`src/verilog/pmwc_pkg.sv`:
```
package pmwc_pkg;

   // ---------------------------------------------------------------
   // Timing
   // ---------------------------------------------------------------
   localparam int CLK_PERIOD_NS = 100;
   // Slow oscillator, nominal 32 kHz
   localparam int SLOW_OSC_PERIOD_NS = 31250;
   localparam int SLOW_DIV_CYCLES = SLOW_OSC_PERIOD_NS / CLK_PERIOD_NS;
   // Fast oscillator settling after restart
   localparam int OSC_START_NS = 200;
   localparam int OSC_START_CYCLES = (OSC_START_NS + CLK_PERIOD_NS - 1) / CLK_PERIOD_NS;

   // ---------------------------------------------------------------
   // Register offsets and reset values
   // ---------------------------------------------------------------
   localparam logic [7:0] POWER_CONTROL_OFFSET = 8'h87;
   localparam logic [7:0] CLOCK_SELECT_OFFSET = 8'h8f;
   localparam logic [7:0] POWER_STATUS_OFFSET = 8'h9e;
   localparam logic [7:0] WAKE_MASK_OFFSET = 8'h9f;
   localparam logic [7:0] POWER_CONTROL_RESET = 8'h00;
   localparam logic [7:0] CLOCK_SELECT_RESET = 8'h0c;
   localparam logic [7:0] WAKE_MASK_RESET = 8'hff;

   // ---------------------------------------------------------------
   // Field positions
   // ---------------------------------------------------------------
   localparam int PCTL_IDLE_BIT = 0;
   localparam int PCTL_STOP_BIT = 1;
   localparam int PCTL_SLEEP_BIT = 2;
   localparam int CSEL_SRC_LSB = 0;
   localparam int CSEL_RDY_LSB = 2;
   localparam int CSEL_DIV_LSB = 4;

   // Regulator-ready delays in slow-oscillator cycles
   localparam logic [8:0] READY_DELAY_0 = 9'h008;
   localparam logic [8:0] READY_DELAY_1 = 9'h010;
   localparam logic [8:0] READY_DELAY_2 = 9'h040;
   localparam logic [8:0] READY_DELAY_3 = 9'h100;

   // ---------------------------------------------------------------
   // Types
   // ---------------------------------------------------------------
   typedef enum logic [1:0] {
      SRC_FAST_DIV,
      SRC_SLOW,
      SRC_EXT
   } pmwc_src_t;

   typedef enum logic [2:0] {
      ST_RUN,
      ST_IDLE,
      ST_STOP_FINAL,
      ST_STOP,
      ST_SLEEP,
      ST_REG_WAIT,
      ST_OSC_START
   } pmwc_state_t;

   typedef struct packed {
      logic [7:0] addr;
      logic [7:0] wdata;
      logic wr;
      logic rd;
   } pmwc_bus_req_t;

   typedef struct packed {
      logic pulse;
      logic vector;
      logic [7:0] lines;
   } pmwc_wake_t;

   // ---------------------------------------------------------------
   // Decoders
   // ---------------------------------------------------------------
   function automatic logic [8:0] ready_delay(input logic [1:0] code);
      case (code)
         2'h0: ready_delay = READY_DELAY_0;
         2'h1: ready_delay = READY_DELAY_1;
         2'h2: ready_delay = READY_DELAY_2;
         default: ready_delay = READY_DELAY_3;
      endcase
   endfunction

   function automatic pmwc_src_t decode_src(input logic [1:0] code);
      case (code)
         2'h1: decode_src = SRC_SLOW;
         2'h3: decode_src = SRC_EXT;
         default: decode_src = SRC_FAST_DIV;
      endcase
   endfunction

endpackage

```
`src/verilog/pmwc_ready_timer.sv`:
```
`timescale 1ns/1ns
module pmwc_ready_timer (
   input wire logic clk,
   input wire logic rst,
   input wire logic start,
   input wire logic [1:0] delay_code,
   output logic slow_tick,
   output logic done
);

   // ---------------------------------------------------------------
   // Slow oscillator tick, free running
   // ---------------------------------------------------------------
   localparam logic [8:0] DIV_LAST = 9'(pmwc_pkg::SLOW_DIV_CYCLES - 1);

   logic [8:0] div_q, div_d;
   logic tick_q, tick_d;
   logic [8:0] left_q, left_d;
   logic busy_q, busy_d;
   logic done_q, done_d;

   // Divider and delay count next values
   always_comb begin
      div_d = (div_q == DIV_LAST) ? 9'h000 : div_q + 9'h001;
      tick_d = (div_q == DIV_LAST);
      left_d = left_q;
      busy_d = busy_q;
      done_d = 1'b0;
      if (start) begin
         // Count starts fresh; a partial slow period may pass first
         left_d = pmwc_pkg::ready_delay(delay_code);
         busy_d = 1'b1;
      end else if (busy_q && tick_q) begin
         left_d = left_q - 9'h001;
         if (left_q == 9'h001) begin
            busy_d = 1'b0;
            done_d = 1'b1;
         end
      end
   end

   // Registers
   always_ff @(posedge clk or posedge rst) begin
      if (rst) begin
         div_q <= 9'h000;
         tick_q <= 1'b0;
         left_q <= 9'h000;
         busy_q <= 1'b0;
         done_q <= 1'b0;
      end else begin
         div_q <= div_d;
         tick_q <= tick_d;
         left_q <= left_d;
         busy_q <= busy_d;
         done_q <= done_d;
      end
   end

   assign slow_tick = tick_q;
   assign done = done_q;

endmodule

```
`src/verilog/pmwc_top.sv`:
```
// Design decision made here: the plain strobed port.
`timescale 1ns/1ns
// Notes on behaviour
// RULE_01 - Eight-bit wake mask, one bit per interrupt line, all ones after reset.
// RULE_02 - Wake from STOP or SLEEP on a rising edge of an enabled line.
// RULE_03 - Wake ignores interrupt enables; disabled interrupt means no vectoring.
// RULE_04 - On wake, fast oscillator restarts before the system clock resumes.
// RULE_05 - STOP and SLEEP stop all clocks; only pins, bus and slow timer wake.
// RULE_06 - Idle bit stops the core clock; other peripherals keep running.
// RULE_07 - While idle, core and its integrated peripherals are unreachable.
// RULE_08 - Idle ends on reset or on an enabled interrupt line.
// RULE_09 - Leaving idle vectors at once to the waking interrupt.
// RULE_10 - Hardware clears the idle bit on return to normal operation.
// RULE_11 - Stop bit stops every clock and disables the fast oscillator.
// RULE_12 - Fast oscillator shuts down on its final clock edge entering STOP.
// RULE_13 - Wake or reset ends STOP; stop bit cleared, prior clock settings kept.
// RULE_14 - Interrupt ending STOP vectors at once to its routine.
// RULE_15 - Software picks the fast oscillator and stops other clocks before STOP.
// RULE_16 - SLEEP turns off main regulator; backup regulator and slow oscillator stay.
// RULE_17 - SLEEP exit re-enables regulator, waits ready delay, then resumes clock.
// RULE_18 - Clock source: divided fast, slow or external; divided fast by default.
// RULE_19 - Ready field codes 0..3 give 8, 16, 64, 256 slow cycles; default 256.
// RULE_20 - Source codes 00 and 10 fast divided, 01 slow, 11 external.
module pmwc_top (
   input wire logic clk,
   input wire logic rst,
   // Register bus
   input wire pmwc_pkg::pmwc_bus_req_t bus_req,
   output logic [7:0] bus_rdata,
   // Interrupt lines and clock-free wake sources
   input wire logic [7:0] ext_int,
   input wire logic [7:0] irq_enable,
   input wire logic bus_wake,
   input wire logic slow_timer_wake,
   input wire logic fast_osc_edge,
   // Clock, oscillator and regulator controls
   output logic cpu_clk_en,
   output logic periph_clk_en,
   output logic fast_osc_en,
   output logic main_reg_en,
   output pmwc_pkg::pmwc_src_t clk_source,
   output logic [3:0] fast_osc_div,
   // Wake report towards the core
   output pmwc_pkg::pmwc_wake_t wake
);

   // ---------------------------------------------------------------
   // Declarations
   // ---------------------------------------------------------------
   // Sequencer and software-visible registers
   pmwc_pkg::pmwc_state_t state_q, state_d;
   logic [7:0] pctl_q, pctl_d;
   logic [7:0] csel_q, csel_d;
   logic [7:0] mask_q, mask_d;
   logic [7:0] rdata_q, rdata_d;

   // Last samples of the wake sources, captured wake lines and restart count
   logic [7:0] int_prev_q;
   logic bus_wake_prev_q;
   logic timer_wake_prev_q;
   logic [7:0] wake_lines_q, wake_lines_d;
   logic [1:0] osc_cnt_q, osc_cnt_d;

   // Output flops
   logic cpu_clk_en_q, cpu_clk_en_d;
   logic periph_clk_en_q, periph_clk_en_d;
   logic fast_osc_en_q, fast_osc_en_d;
   logic main_reg_en_q, main_reg_en_d;
   pmwc_pkg::pmwc_src_t src_q, src_d;
   pmwc_pkg::pmwc_wake_t wake_q, wake_d;

   // Decoded wake and bus terms
   logic [7:0] line_rise;
   logic [7:0] line_hit;
   logic side_hit;
   logic wake_hit;
   logic idle_exit;
   logic timer_start;
   logic timer_done;
   logic wr_pctl;

   // Last count of the oscillator restart wait
   localparam logic [1:0] OSC_LAST = 2'(pmwc_pkg::OSC_START_CYCLES - 1);

   // ---------------------------------------------------------------
   // Wake detection
   // ---------------------------------------------------------------
   // Edges only; a line held high from before entry cannot wake again
   assign line_rise = ext_int & ~int_prev_q; // RULE_02
   // Mask is independent of irq_enable on purpose
   assign line_hit = line_rise & mask_q; // RULE_01 RULE_03
   // Clock-free sources only; clocked peripherals are frozen anyway
   assign side_hit = (bus_wake & ~bus_wake_prev_q)
                   | (slow_timer_wake & ~timer_wake_prev_q); // RULE_05
   assign wake_hit = (|line_hit) | side_hit;
   // Idle ends on an enabled interrupt level, not the wake mask
   assign idle_exit = |(ext_int & irq_enable); // RULE_08
   // Mode requests arrive only through the power control register
   assign wr_pctl = bus_req.wr && (bus_req.addr == pmwc_pkg::POWER_CONTROL_OFFSET);

   // ---------------------------------------------------------------
   // Regulator-ready delay on the slow oscillator
   // ---------------------------------------------------------------
   // Slow tick stays internal; only the done pulse is used
   pmwc_ready_timer u_ready (
      .clk(clk),
      .rst(rst),
      .start(timer_start),
      .delay_code(csel_q[pmwc_pkg::CSEL_RDY_LSB +: 2]),
      .slow_tick(),
      .done(timer_done)
   );

   // ---------------------------------------------------------------
   // Power state sequencer
   // ---------------------------------------------------------------
   always_comb begin
      state_d = state_q;
      pctl_d = pctl_q;
      wake_lines_d = wake_lines_q;
      osc_cnt_d = osc_cnt_q;
      timer_start = 1'b0;
      wake_d = '0;
      case (state_q)
         // Normal operation until software asks for a mode
         pmwc_pkg::ST_RUN: begin
            if (wr_pctl) begin
               pctl_d = bus_req.wdata;
               // Deepest requested mode wins
               if (bus_req.wdata[pmwc_pkg::PCTL_SLEEP_BIT]) begin
                  state_d = pmwc_pkg::ST_SLEEP; // RULE_16
               end else if (bus_req.wdata[pmwc_pkg::PCTL_STOP_BIT]) begin
                  state_d = pmwc_pkg::ST_STOP_FINAL; // RULE_11
               end else if (bus_req.wdata[pmwc_pkg::PCTL_IDLE_BIT]) begin
                  state_d = pmwc_pkg::ST_IDLE; // RULE_06
               end
            end
         end

         // Core halted, other peripherals running
         pmwc_pkg::ST_IDLE: begin
            if (idle_exit) begin
               state_d = pmwc_pkg::ST_RUN;
               pctl_d[pmwc_pkg::PCTL_IDLE_BIT] = 1'b0; // RULE_10
               wake_d.pulse = 1'b1;
               wake_d.vector = 1'b1; // RULE_09
               wake_d.lines = ext_int & irq_enable;
            end
         end

         pmwc_pkg::ST_STOP_FINAL: begin
            // Wait for the oscillator's last edge before gating it
            if (wake_hit) begin
               wake_lines_d = line_hit;
               osc_cnt_d = 2'h0;
               state_d = pmwc_pkg::ST_OSC_START;
            end else if (fast_osc_edge) begin
               state_d = pmwc_pkg::ST_STOP; // RULE_12
            end
         end

         // All clocks frozen; only clock-free sources can wake
         pmwc_pkg::ST_STOP: begin
            if (wake_hit) begin
               wake_lines_d = line_hit;
               osc_cnt_d = 2'h0;
               state_d = pmwc_pkg::ST_OSC_START; // RULE_04
            end
         end

         // Backup regulator and slow oscillator only
         pmwc_pkg::ST_SLEEP: begin
            if (wake_hit) begin
               wake_lines_d = line_hit;
               timer_start = 1'b1;
               state_d = pmwc_pkg::ST_REG_WAIT; // RULE_17
            end
         end

         pmwc_pkg::ST_REG_WAIT: begin
            // Clock stays off until the regulator has settled
            if (timer_done) begin
               osc_cnt_d = 2'h0;
               state_d = pmwc_pkg::ST_OSC_START; // RULE_17
            end
         end

         // Restarted oscillator settles before the clocks return
         pmwc_pkg::ST_OSC_START: begin
            osc_cnt_d = osc_cnt_q + 2'h1;
            if (osc_cnt_q == OSC_LAST) begin
               state_d = pmwc_pkg::ST_RUN; // RULE_04
               // Clock select is untouched, so old settings resume
               pctl_d[pmwc_pkg::PCTL_STOP_BIT] = 1'b0; // RULE_13
               pctl_d[pmwc_pkg::PCTL_SLEEP_BIT] = 1'b0;
               wake_d.pulse = 1'b1;
               // No vector for a disabled line: CPU runs on
               wake_d.vector = |(wake_lines_q & irq_enable); // RULE_03 RULE_14
               wake_d.lines = wake_lines_q;
            end
         end

         // Unused state codes fall back to RUN
         default: begin
            state_d = pmwc_pkg::ST_RUN;
         end
      endcase
   end

   // ---------------------------------------------------------------
   // Clock, oscillator and regulator enables
   // ---------------------------------------------------------------
   always_comb begin
      // Core and integrated peripherals only run in RUN
      cpu_clk_en_d = (state_d == pmwc_pkg::ST_RUN); // RULE_06 RULE_07
      // Other peripherals keep their clock through IDLE
      periph_clk_en_d = (state_d == pmwc_pkg::ST_RUN)
                      || (state_d == pmwc_pkg::ST_IDLE); // RULE_05 RULE_11
      // Cut for STOP only once STOP proper is reached, never mid-pulse; SLEEP cuts it at once
      fast_osc_en_d = !((state_d == pmwc_pkg::ST_STOP)
                     || (state_d == pmwc_pkg::ST_SLEEP)
                     || (state_d == pmwc_pkg::ST_REG_WAIT)); // RULE_11 RULE_12
      // Backup regulator holds state; main one is off only in SLEEP
      main_reg_en_d = (state_d != pmwc_pkg::ST_SLEEP); // RULE_16
      // Code 10 acts as 00, so only three sources exist
      src_d = pmwc_pkg::decode_src(csel_q[pmwc_pkg::CSEL_SRC_LSB +: 2]); // RULE_18 RULE_20
   end

   // ---------------------------------------------------------------
   // Register writes and read data
   // ---------------------------------------------------------------
   always_comb begin
      csel_d = csel_q;
      mask_d = mask_q;
      rdata_d = 8'h00;
      // Writes to unmapped offsets are dropped
      if (bus_req.wr) begin
         case (bus_req.addr)
            pmwc_pkg::CLOCK_SELECT_OFFSET: csel_d = bus_req.wdata; // RULE_19
            pmwc_pkg::WAKE_MASK_OFFSET: mask_d = bus_req.wdata; // RULE_01
            default: begin
               csel_d = csel_q;
            end
         endcase
      end

      // Read data is zero outside the cycle after a read
      if (bus_req.rd) begin
         case (bus_req.addr)
            pmwc_pkg::POWER_CONTROL_OFFSET: rdata_d = pctl_q;
            pmwc_pkg::CLOCK_SELECT_OFFSET: rdata_d = csel_q;
            pmwc_pkg::WAKE_MASK_OFFSET: rdata_d = mask_q;
            pmwc_pkg::POWER_STATUS_OFFSET: begin
               rdata_d = {4'h0, wake_q.vector, cpu_clk_en_q, main_reg_en_q,
                          fast_osc_en_q};
            end
            default: rdata_d = 8'h00;
         endcase
      end
   end

   // ---------------------------------------------------------------
   // State registers
   // ---------------------------------------------------------------
   // Reset also ends IDLE, STOP and SLEEP outright
   always_ff @(posedge clk or posedge rst) begin
      if (rst) begin
         // Sequencer and registers
         state_q <= pmwc_pkg::ST_RUN; // RULE_08 RULE_13
         pctl_q <= pmwc_pkg::POWER_CONTROL_RESET;
         csel_q <= pmwc_pkg::CLOCK_SELECT_RESET; // RULE_18 RULE_19
         mask_q <= pmwc_pkg::WAKE_MASK_RESET; // RULE_01
         rdata_q <= 8'h00;
         // Edge history idles low like the pins
         int_prev_q <= 8'h00;
         bus_wake_prev_q <= 1'b0;
         timer_wake_prev_q <= 1'b0;
         wake_lines_q <= 8'h00;
         osc_cnt_q <= 2'h0;
         // Everything runs out of reset
         cpu_clk_en_q <= 1'b1;
         periph_clk_en_q <= 1'b1;
         fast_osc_en_q <= 1'b1;
         main_reg_en_q <= 1'b1;
         src_q <= pmwc_pkg::SRC_FAST_DIV;
         wake_q <= '0;
      end else begin
         // Sequencer and registers
         state_q <= state_d;
         pctl_q <= pctl_d;
         csel_q <= csel_d;
         mask_q <= mask_d;
         rdata_q <= rdata_d;
         // Last samples for edge detection, captured wake lines and restart count
         int_prev_q <= ext_int;
         bus_wake_prev_q <= bus_wake;
         timer_wake_prev_q <= slow_timer_wake;
         wake_lines_q <= wake_lines_d;
         osc_cnt_q <= osc_cnt_d;
         // Output flops
         cpu_clk_en_q <= cpu_clk_en_d;
         periph_clk_en_q <= periph_clk_en_d;
         fast_osc_en_q <= fast_osc_en_d;
         main_reg_en_q <= main_reg_en_d;
         src_q <= src_d;
         wake_q <= wake_d;
      end
   end

   // ---------------------------------------------------------------
   // Outputs, all straight from flip-flops
   // ---------------------------------------------------------------
   assign bus_rdata = rdata_q;
   assign cpu_clk_en = cpu_clk_en_q;
   assign periph_clk_en = periph_clk_en_q;
   assign fast_osc_en = fast_osc_en_q;
   assign main_reg_en = main_reg_en_q;
   assign clk_source = src_q;
   assign fast_osc_div = csel_q[pmwc_pkg::CSEL_DIV_LSB +: 4];
   assign wake = wake_q;

endmodule

```
`config.mk`:
```
export PLATFORM = sky130hd
export DESIGN_NAME = pmwc_top
export DESIGN_NICKNAME = d
export VERILOG_FILES = /design/src/verilog/pmwc_pkg.sv /design/src/verilog/pmwc_ready_timer.sv /design/src/verilog/pmwc_top.sv
export SDC_FILE = /design/constraint.sdc
export NUM_CORES = 1
export LEC_CHECK = 0
export BUFFER_PORTS_ARGS = -buffer_cell sky130_fd_sc_hd__buf_2
export CAP_MARGIN = 30
export CORE_ASPECT_RATIO = 1.75
export CORE_UTILIZATION = 32
export DETAILED_ROUTE_END_ITERATION = 12
export SKIP_CTS_REPAIR_TIMING = 1
export SYNTH_ARGS = -nofsm -noshare
export SYNTH_HDL_FRONTEND = slang
export SYNTH_SLANG_ARGS = --single-unit
export TNS_END_PERCENT = 5
```
`constraint.sdc`:
```
create_clock -name clk -period 6.8 [get_ports clk]
set_clock_uncertainty 0.15 [all_clocks]
set_input_delay 1.02 -clock clk [delete_from_list [all_inputs] [get_ports clk]]
set_output_delay 1.02 -clock clk [all_outputs]
set_load 0.1 [all_outputs]
```
==> results.sh, run 1 <==
export IMPL_avgRoutedWirePerCell_um=16.8
export IMPL_totalWireLength_um=9780
export IMPL_p_comb_frac=0.218
export IMPL_synth_top_area_share=0.486
export IMPL_ys_top_cells_by_area="dfrtp_1 (49%), dfstp_2 (9.2%), mux2_2 (4.5%), nand2_1 (4.1%), mux2_1 (2.2%)"
export IMPL_drt_initial_drc_count=189
export IMPL_cp_required_ns=6.94
export IMPL_clkSinkCount=92
export IMPL_drive_above_1_share=0.300
export IMPL_fin_cells=583
export IMPL_finalSetupViolCount=0
export IMPL_viasPerCell=5.04
export IMPL_power_total_uw=1570
export IMPL_worst_slack_ns=4.16
export IMPL_hold_violations=0
export IMPL_startpoint_type="input pin"
export IMPL_clock_path_buffers=2
export IMPL_syn_cell_area_mm2=0.00401
export IMPL_seq_power_share=0.416
export IMPL_drcViolationCount=0
export IMPL_clock_power_share=0.365
export IMPL_yosysSeqAreaShare=0.578
export IMPL_worst_slew_pin_slew_ns=1.06
export IMPL_first_pass_iters=6
export IMPL_dieArea_mm2=0.0130
export IMPL_dp_worst_setup_slack_ns=3.78
export IMPL_ys_ff_latch=92
export IMPL_endpoint_kind="register"
export IMPL_place_inst=566
export IMPL_cp_max_fo=17
export IMPL_maxSlewViolCount=0
export IMPL_groute_usage_overall=0.164
export IMPL_synthArstFlopShare=1.00
export IMPL_die_height_um=150
export IMPL_syn_num_nets=388
export IMPL_cts_tree="done"
export IMPL_cp_arrival_ns=2.78
export IMPL_path_class="in -> reg"
export IMPL_nets=455
export IMPL_p_leak_uw=0.00231
export IMPL_max_cap_viol_count=0
export IMPL_vias=2937
export IMPL_cts_root_buf="clkbuf_16"
export IMPL_synth_most_common_cell="dfrtp_1"
export IMPL_port_buffers=66
export IMPL_insertion_delay_ns=0.35
export IMPL_gp_congestion=0.835
export IMPL_start_util=0.331
export IMPL_grt_pass1_wl_um=15700
export IMPL_p_per_area_mw_per_mm2=324
export IMPL_path_clk_slew_ns=0.06
export IMPL_synth_cell_types=54
export IMPL_grt_max_degree=57
export IMPL_areaGrowthSynthToFinish_pct=20.8
export IMPL_num_io_pins=67
export IMPL_grt_pass1_vias=3028
export IMPL_synth_cells=345
export IMPL_relSlewSlack=0.294
export IMPL_die_x_um=86.7
export IMPL_status="complete, no violations"
export IMPL_hold_class="reg -> reg"
export IMPL_dpl_hpwl_um=7350
export IMPL_ant_nets=0
export IMPL_fin_crit_sh=0.388
export IMPL_core_mm2=0.0121
export IMPL_yosysWarnings=0
export IMPL_synth_edff_count=0
export IMPL_finalSetupTns_ns=0
export IMPL_ctsHtreeMaxLevel=3
export IMPL_gr_total_overflow=0
export IMPL_fmax_mhz=379
export IMPL_syn_area_per_cell_um2=11.6
export IMPL_synth_top_cells_by_count="dfrtp_1 (78), nand2_1 (44), nor2_1 (22)"
export IMPL_synth_top_area_cell="dfrtp_1"
export IMPL_rsz0062_at_grt="false"
export IMPL_p_sw_uw=522
export IMPL_rows=53
export IMPL_antenna_found_initial=0
export IMPL_ys_flop_type="dfrtp_1"
export IMPL_numCtsBuffers=9
export IMPL_fin_crit_ns=2.64
export IMPL_p_sw_frac=0.332
export IMPL_internal_power_uw=1050
export IMPL_ir_worst_vdd_mv=0.194
## power by group through the flow
stage / combinational, uW / clock, uW / sequential [uW]
after floorplan: 130 / 0 / 797
after global placement: 341 / 0 / 664
after detailed placement: 345 / 0 / 663
after CTS: 347 / 585 / 653
after global routing: 366 / 606 / 661
final: 343 / 574 / 654
## metal layers
metal	track usage	wire, um
met1	0.179	3730
met2	0.289	5280
met3	0.0362	370
met4	0.0892	388
met5	0	0
## cell usage in the layout (no fill, tap or decap), types with 4 or more instances in the layout
cell and instances:
a21oi_1 9, a222oi_1 6, a22oi_1 10, a32o_1 8, and3b_1 8, buf_2 66
clkbuf_16 9, dfrtp_1 78, dfstp_2 14, ha_1 4, inv_1 7, mux2_1 8
mux2_2 16, nand2_1 44, nand3_1 12, nand3b_1 6, nand4_1 4, nor2_1 22
nor2b_1 10, o21ai_0 7, xnor2_1 7, xor2_1 7
## sequential cells by signal, summed over array words and instances, names as in the netlist, 2 cells and up
register / cells
bus_rdata: 8
pctl_q: 8
clk_source: 2
state_q: 3
wake: 10
osc_cnt_q: 2
mask_q: 8
wake_lines_q: 8
u_ready.left_q: 9
u_ready.div_q: 9
int_prev_q: 8
csel_q: 8
## through the flow
| stage | utilization | hold slack [ns] | area, um2 |
|---|---|---|---|
| floorplan | - | 0.284 | 4010 |
| global route | 0.399 | 0.331 | 4850 |
| finish | 0.400 | 0.322 | 4850 |
| CTS | 0.399 | 0.320 | 4850 |
| detailed placement | 0.371 | 0.306 | 4500 |
| global placement | 0.371 | 0.302 | 4500 |
## cells by family (layout without fill, tap and decap cells)
| logic type | Yosys count | count (layout) | synth area share |
|---|---|---|---|
| compound gates | 55 | 55 | 0.105 |
| xor+xnor | 14 | 14 | 0.0305 |
| fa+ha+maj | 4 | 4 | 0.0125 |
| buf+inv | 19 | 91 | 0.0228 |
| flops | 92 | 92 | 0.578 |
| mux | 24 | 24 | 0.0673 |
| other cells | 0 | 1 | 0 |
| simple gates | 137 | 137 | 0.184 |
## critical path, cell delays in order
cell	delay (ns)
buf_2	0.12
and3b_1	0.19
nor3_1	0.06
and3_2	0.24
nor2b_1	0.81
nand4b_1	0.22
nand2b_1	0.11
## cell type report
cell class	instances	area [um2]
antenna	1	2.50
clock buffer	9	225
clock inverter	7	123
fill	1186	7290
inverter	8	31.3
multi-input combinational	234	1600
sequential	92	2320
tap	165	206
timing repair buffer	67	338
## path summary, 6_finish.rpt
path                       slack (ns)       start                end  cells past startpoint
max                              4.16  ext_int[5]        main_reg_en                      7
min                              0.32   pctl_q[3]          pctl_q[3]                      2
max reg2reg                      4.37   mask_q[5]        main_reg_en                      6
min reg2reg                      0.32   pctl_q[3]          pctl_q[3]                      2
max in group asynchronous        4.79         rst          csel_q[6]                      3
min in group asynchronous        0.57         rst  timer_wake_prev_q                      2
Note: power is estimated with default switching activity, not from simulation.
==> run 2, diff against run 1 <==
Clock period 6.8 ns to 2.28 ns, I/O delays scaled along.
==> run 2 against run 1 <==
Compared with the run above:
- the flow now finishes with violations (negative hold slack)
- worst hold slack got worse by 0.34 ns
- sequential share of layout area fell by 0.96 points
- core utilization rose by 0.81 points
- design area grew 2.0%
- routed wire length up 7.2%
- via count grew 2.4%
- combinational power grew to 3.2 times the previous value
- total power rose to 2.8 times the previous value
- largest cell class unchanged
- largest power group unchanged
- highest routed layer unchanged
==> results.sh, run 2 (synthesis results as in run 1) <==
export IMPL_clock_path_buffers=2
export IMPL_rows=53
export IMPL_dieArea_mm2=0.0130
export IMPL_finalSetupTns_ns=0
export IMPL_relSlewSlack=0.632
export IMPL_maxSlewViolCount=0
export IMPL_max_cap_viol_count=0
export IMPL_numCtsBuffers=9
export IMPL_vias=3008
export IMPL_start_util=0.331
export IMPL_die_height_um=150
export IMPL_insertion_delay_ns=0.34
export IMPL_violations="negative hold slack"
export IMPL_grt_pass1_wl_um=16700
export IMPL_viasPerCell=5.00
export IMPL_status="finished, violations left"
export IMPL_groute_usage_overall=0.175
export IMPL_cp_arrival_ns=2.14
export IMPL_p_per_area_mw_per_mm2=891
export IMPL_nets=475
export IMPL_die_x_um=86.7
export IMPL_rsz0062_at_grt="false"
export IMPL_port_buffers=66
export IMPL_fin_crit_ns=2.07
export IMPL_grt_pass1_vias=3204
export IMPL_largest_reg_flops=10
export IMPL_core_mm2=0.0121
export IMPL_fmax_mhz=482
export IMPL_cp_max_fo=8
export IMPL_drcViolationCount=0
export IMPL_first_pass_iters=5
export IMPL_dp_worst_setup_slack_ns=-0.164
export IMPL_areaGrowthSynthToFinish_pct=23.3
export IMPL_ctsHtreeMaxLevel=3
export IMPL_power_total_uw=4410
export IMPL_ant_nets=0
export IMPL_gp_congestion=0.795
export IMPL_dpl_hpwl_um=7920
export IMPL_p_leak_uw=0.00238
export IMPL_avgRoutedWirePerCell_um=17.4
export IMPL_drt_initial_drc_count=157
export IMPL_fin_util=0.408
export IMPL_seq_area_mm2=0.00232
export IMPL_cts_root_buf="clkbuf_16"
export IMPL_hold_violations=19
export IMPL_nFillCells=1197
export IMPL_cp_required_ns=2.35
export IMPL_mostFrequentLayoutCell="dfrtp_1"
export IMPL_hold_class="in -> async"
export IMPL_grt_max_degree=93
export IMPL_finalSetupViolCount=0
export IMPL_final_cell_mix="dfrtp_1 (78), buf_2 (66), nand2_1 (44), nor2_1 (22), buf_4 (18)"
export IMPL_gr_total_overflow=0
export IMPL_antenna_found_initial=0
export IMPL_final_area_mm2=0.00495
export IMPL_num_io_pins=67
export IMPL_startpoint_type="input pin"
export IMPL_cts_tree="done"
export IMPL_worst_slack_ns=0.206
export IMPL_path_clk_slew_ns=0.07
export IMPL_endpoint_kind="register"
export IMPL_fin_crit_sh=0.910
export IMPL_placed_area_mm2=0.00464
export IMPL_antenna_diode_count=0
export IMPL_ir_worst_vdd_mv=0.505
export IMPL_clkSinkCount=92
export IMPL_multi_input_area_mm2=0.00160
export IMPL_path_class="in -> reg"
export IMPL_worst_slew_pin_slew_ns=0.546
export IMPL_hold_ws_ns=-0.0199
export IMPL_drive_above_1_share=0.325
export IMPL_totalWireLength_um=10500
## run 2: changes by cell type in the layout (fill, tap and decap cells not counted)
cell	change
clkbuf_8	+1
buf_12	+1
dlygate4sd3_1	+2
bufinv_16	-3
clkinvlp_4	+2
clkbuf_1	+1
buf_4	+17
diode_2	-1
clkinv_4	-1
## run 2: layout make-up
class,instances,area share
sequential,92,0.469
tap,165,0.0417
timing repair buffer,87,0.102
inverter,8,0.00683
multi-input combinational,234,0.324
clock buffer,11,0.0491
clock inverter,5,0.00733
## run 2: final timing paths
path	endpoint	slack, ns	cells after the start	from
max in group asynchronous	periph_clk_en	1.60	3	rst
min	bus_rdata[4]	-0.02	3	rst
min reg2reg	pctl_q[6]	0.32	2	pctl_q[6]
max reg2reg	wake_lines_q[6]	0.34	5	mask_q[5]
max	wake_lines_q[6]	0.21	6	bus_wake
min in group clk	int_prev_q[5]	0.01	1	ext_int[5]
## run 2: critical path: stages
cell	delay, ns
dlygate4sd3_1	0.53
buf_2	0.14
a221oi_1	0.26
and3_2	0.28
o21bai_4	0.21
mux2_1	0.37
## run 2: routing by layer
metal | vias up | track usage | part of all wire
met3 | 35 | 0.0302 | 0.028
met5 | - | 0 | 0
li1 | 1408 | - | -
met4 | 0 | 0.122 | 0.059
met1 | 1482 | 0.176 | 0.36
met2 | 83 | 0.321 | 0.55
## run 2: report_power, final
group	internal, uW	leakage, uW	total, uW	switching, uW
combinational	277	0.00107	1100	820
sequential	1810	0.00118	1920	103
clock	771	0.000128	1390	624
total	2860	0.00238	4410	1550
## run 2: stage by stage
stage | std cells | hold WS, ns
finish | 602 | -0.0199
global route | 602 | 0.00508
CTS | 599 | -0.00822
detailed placement | 583 | 0.306
global placement | 583 | 0.305
floorplan | 345 | 0.223
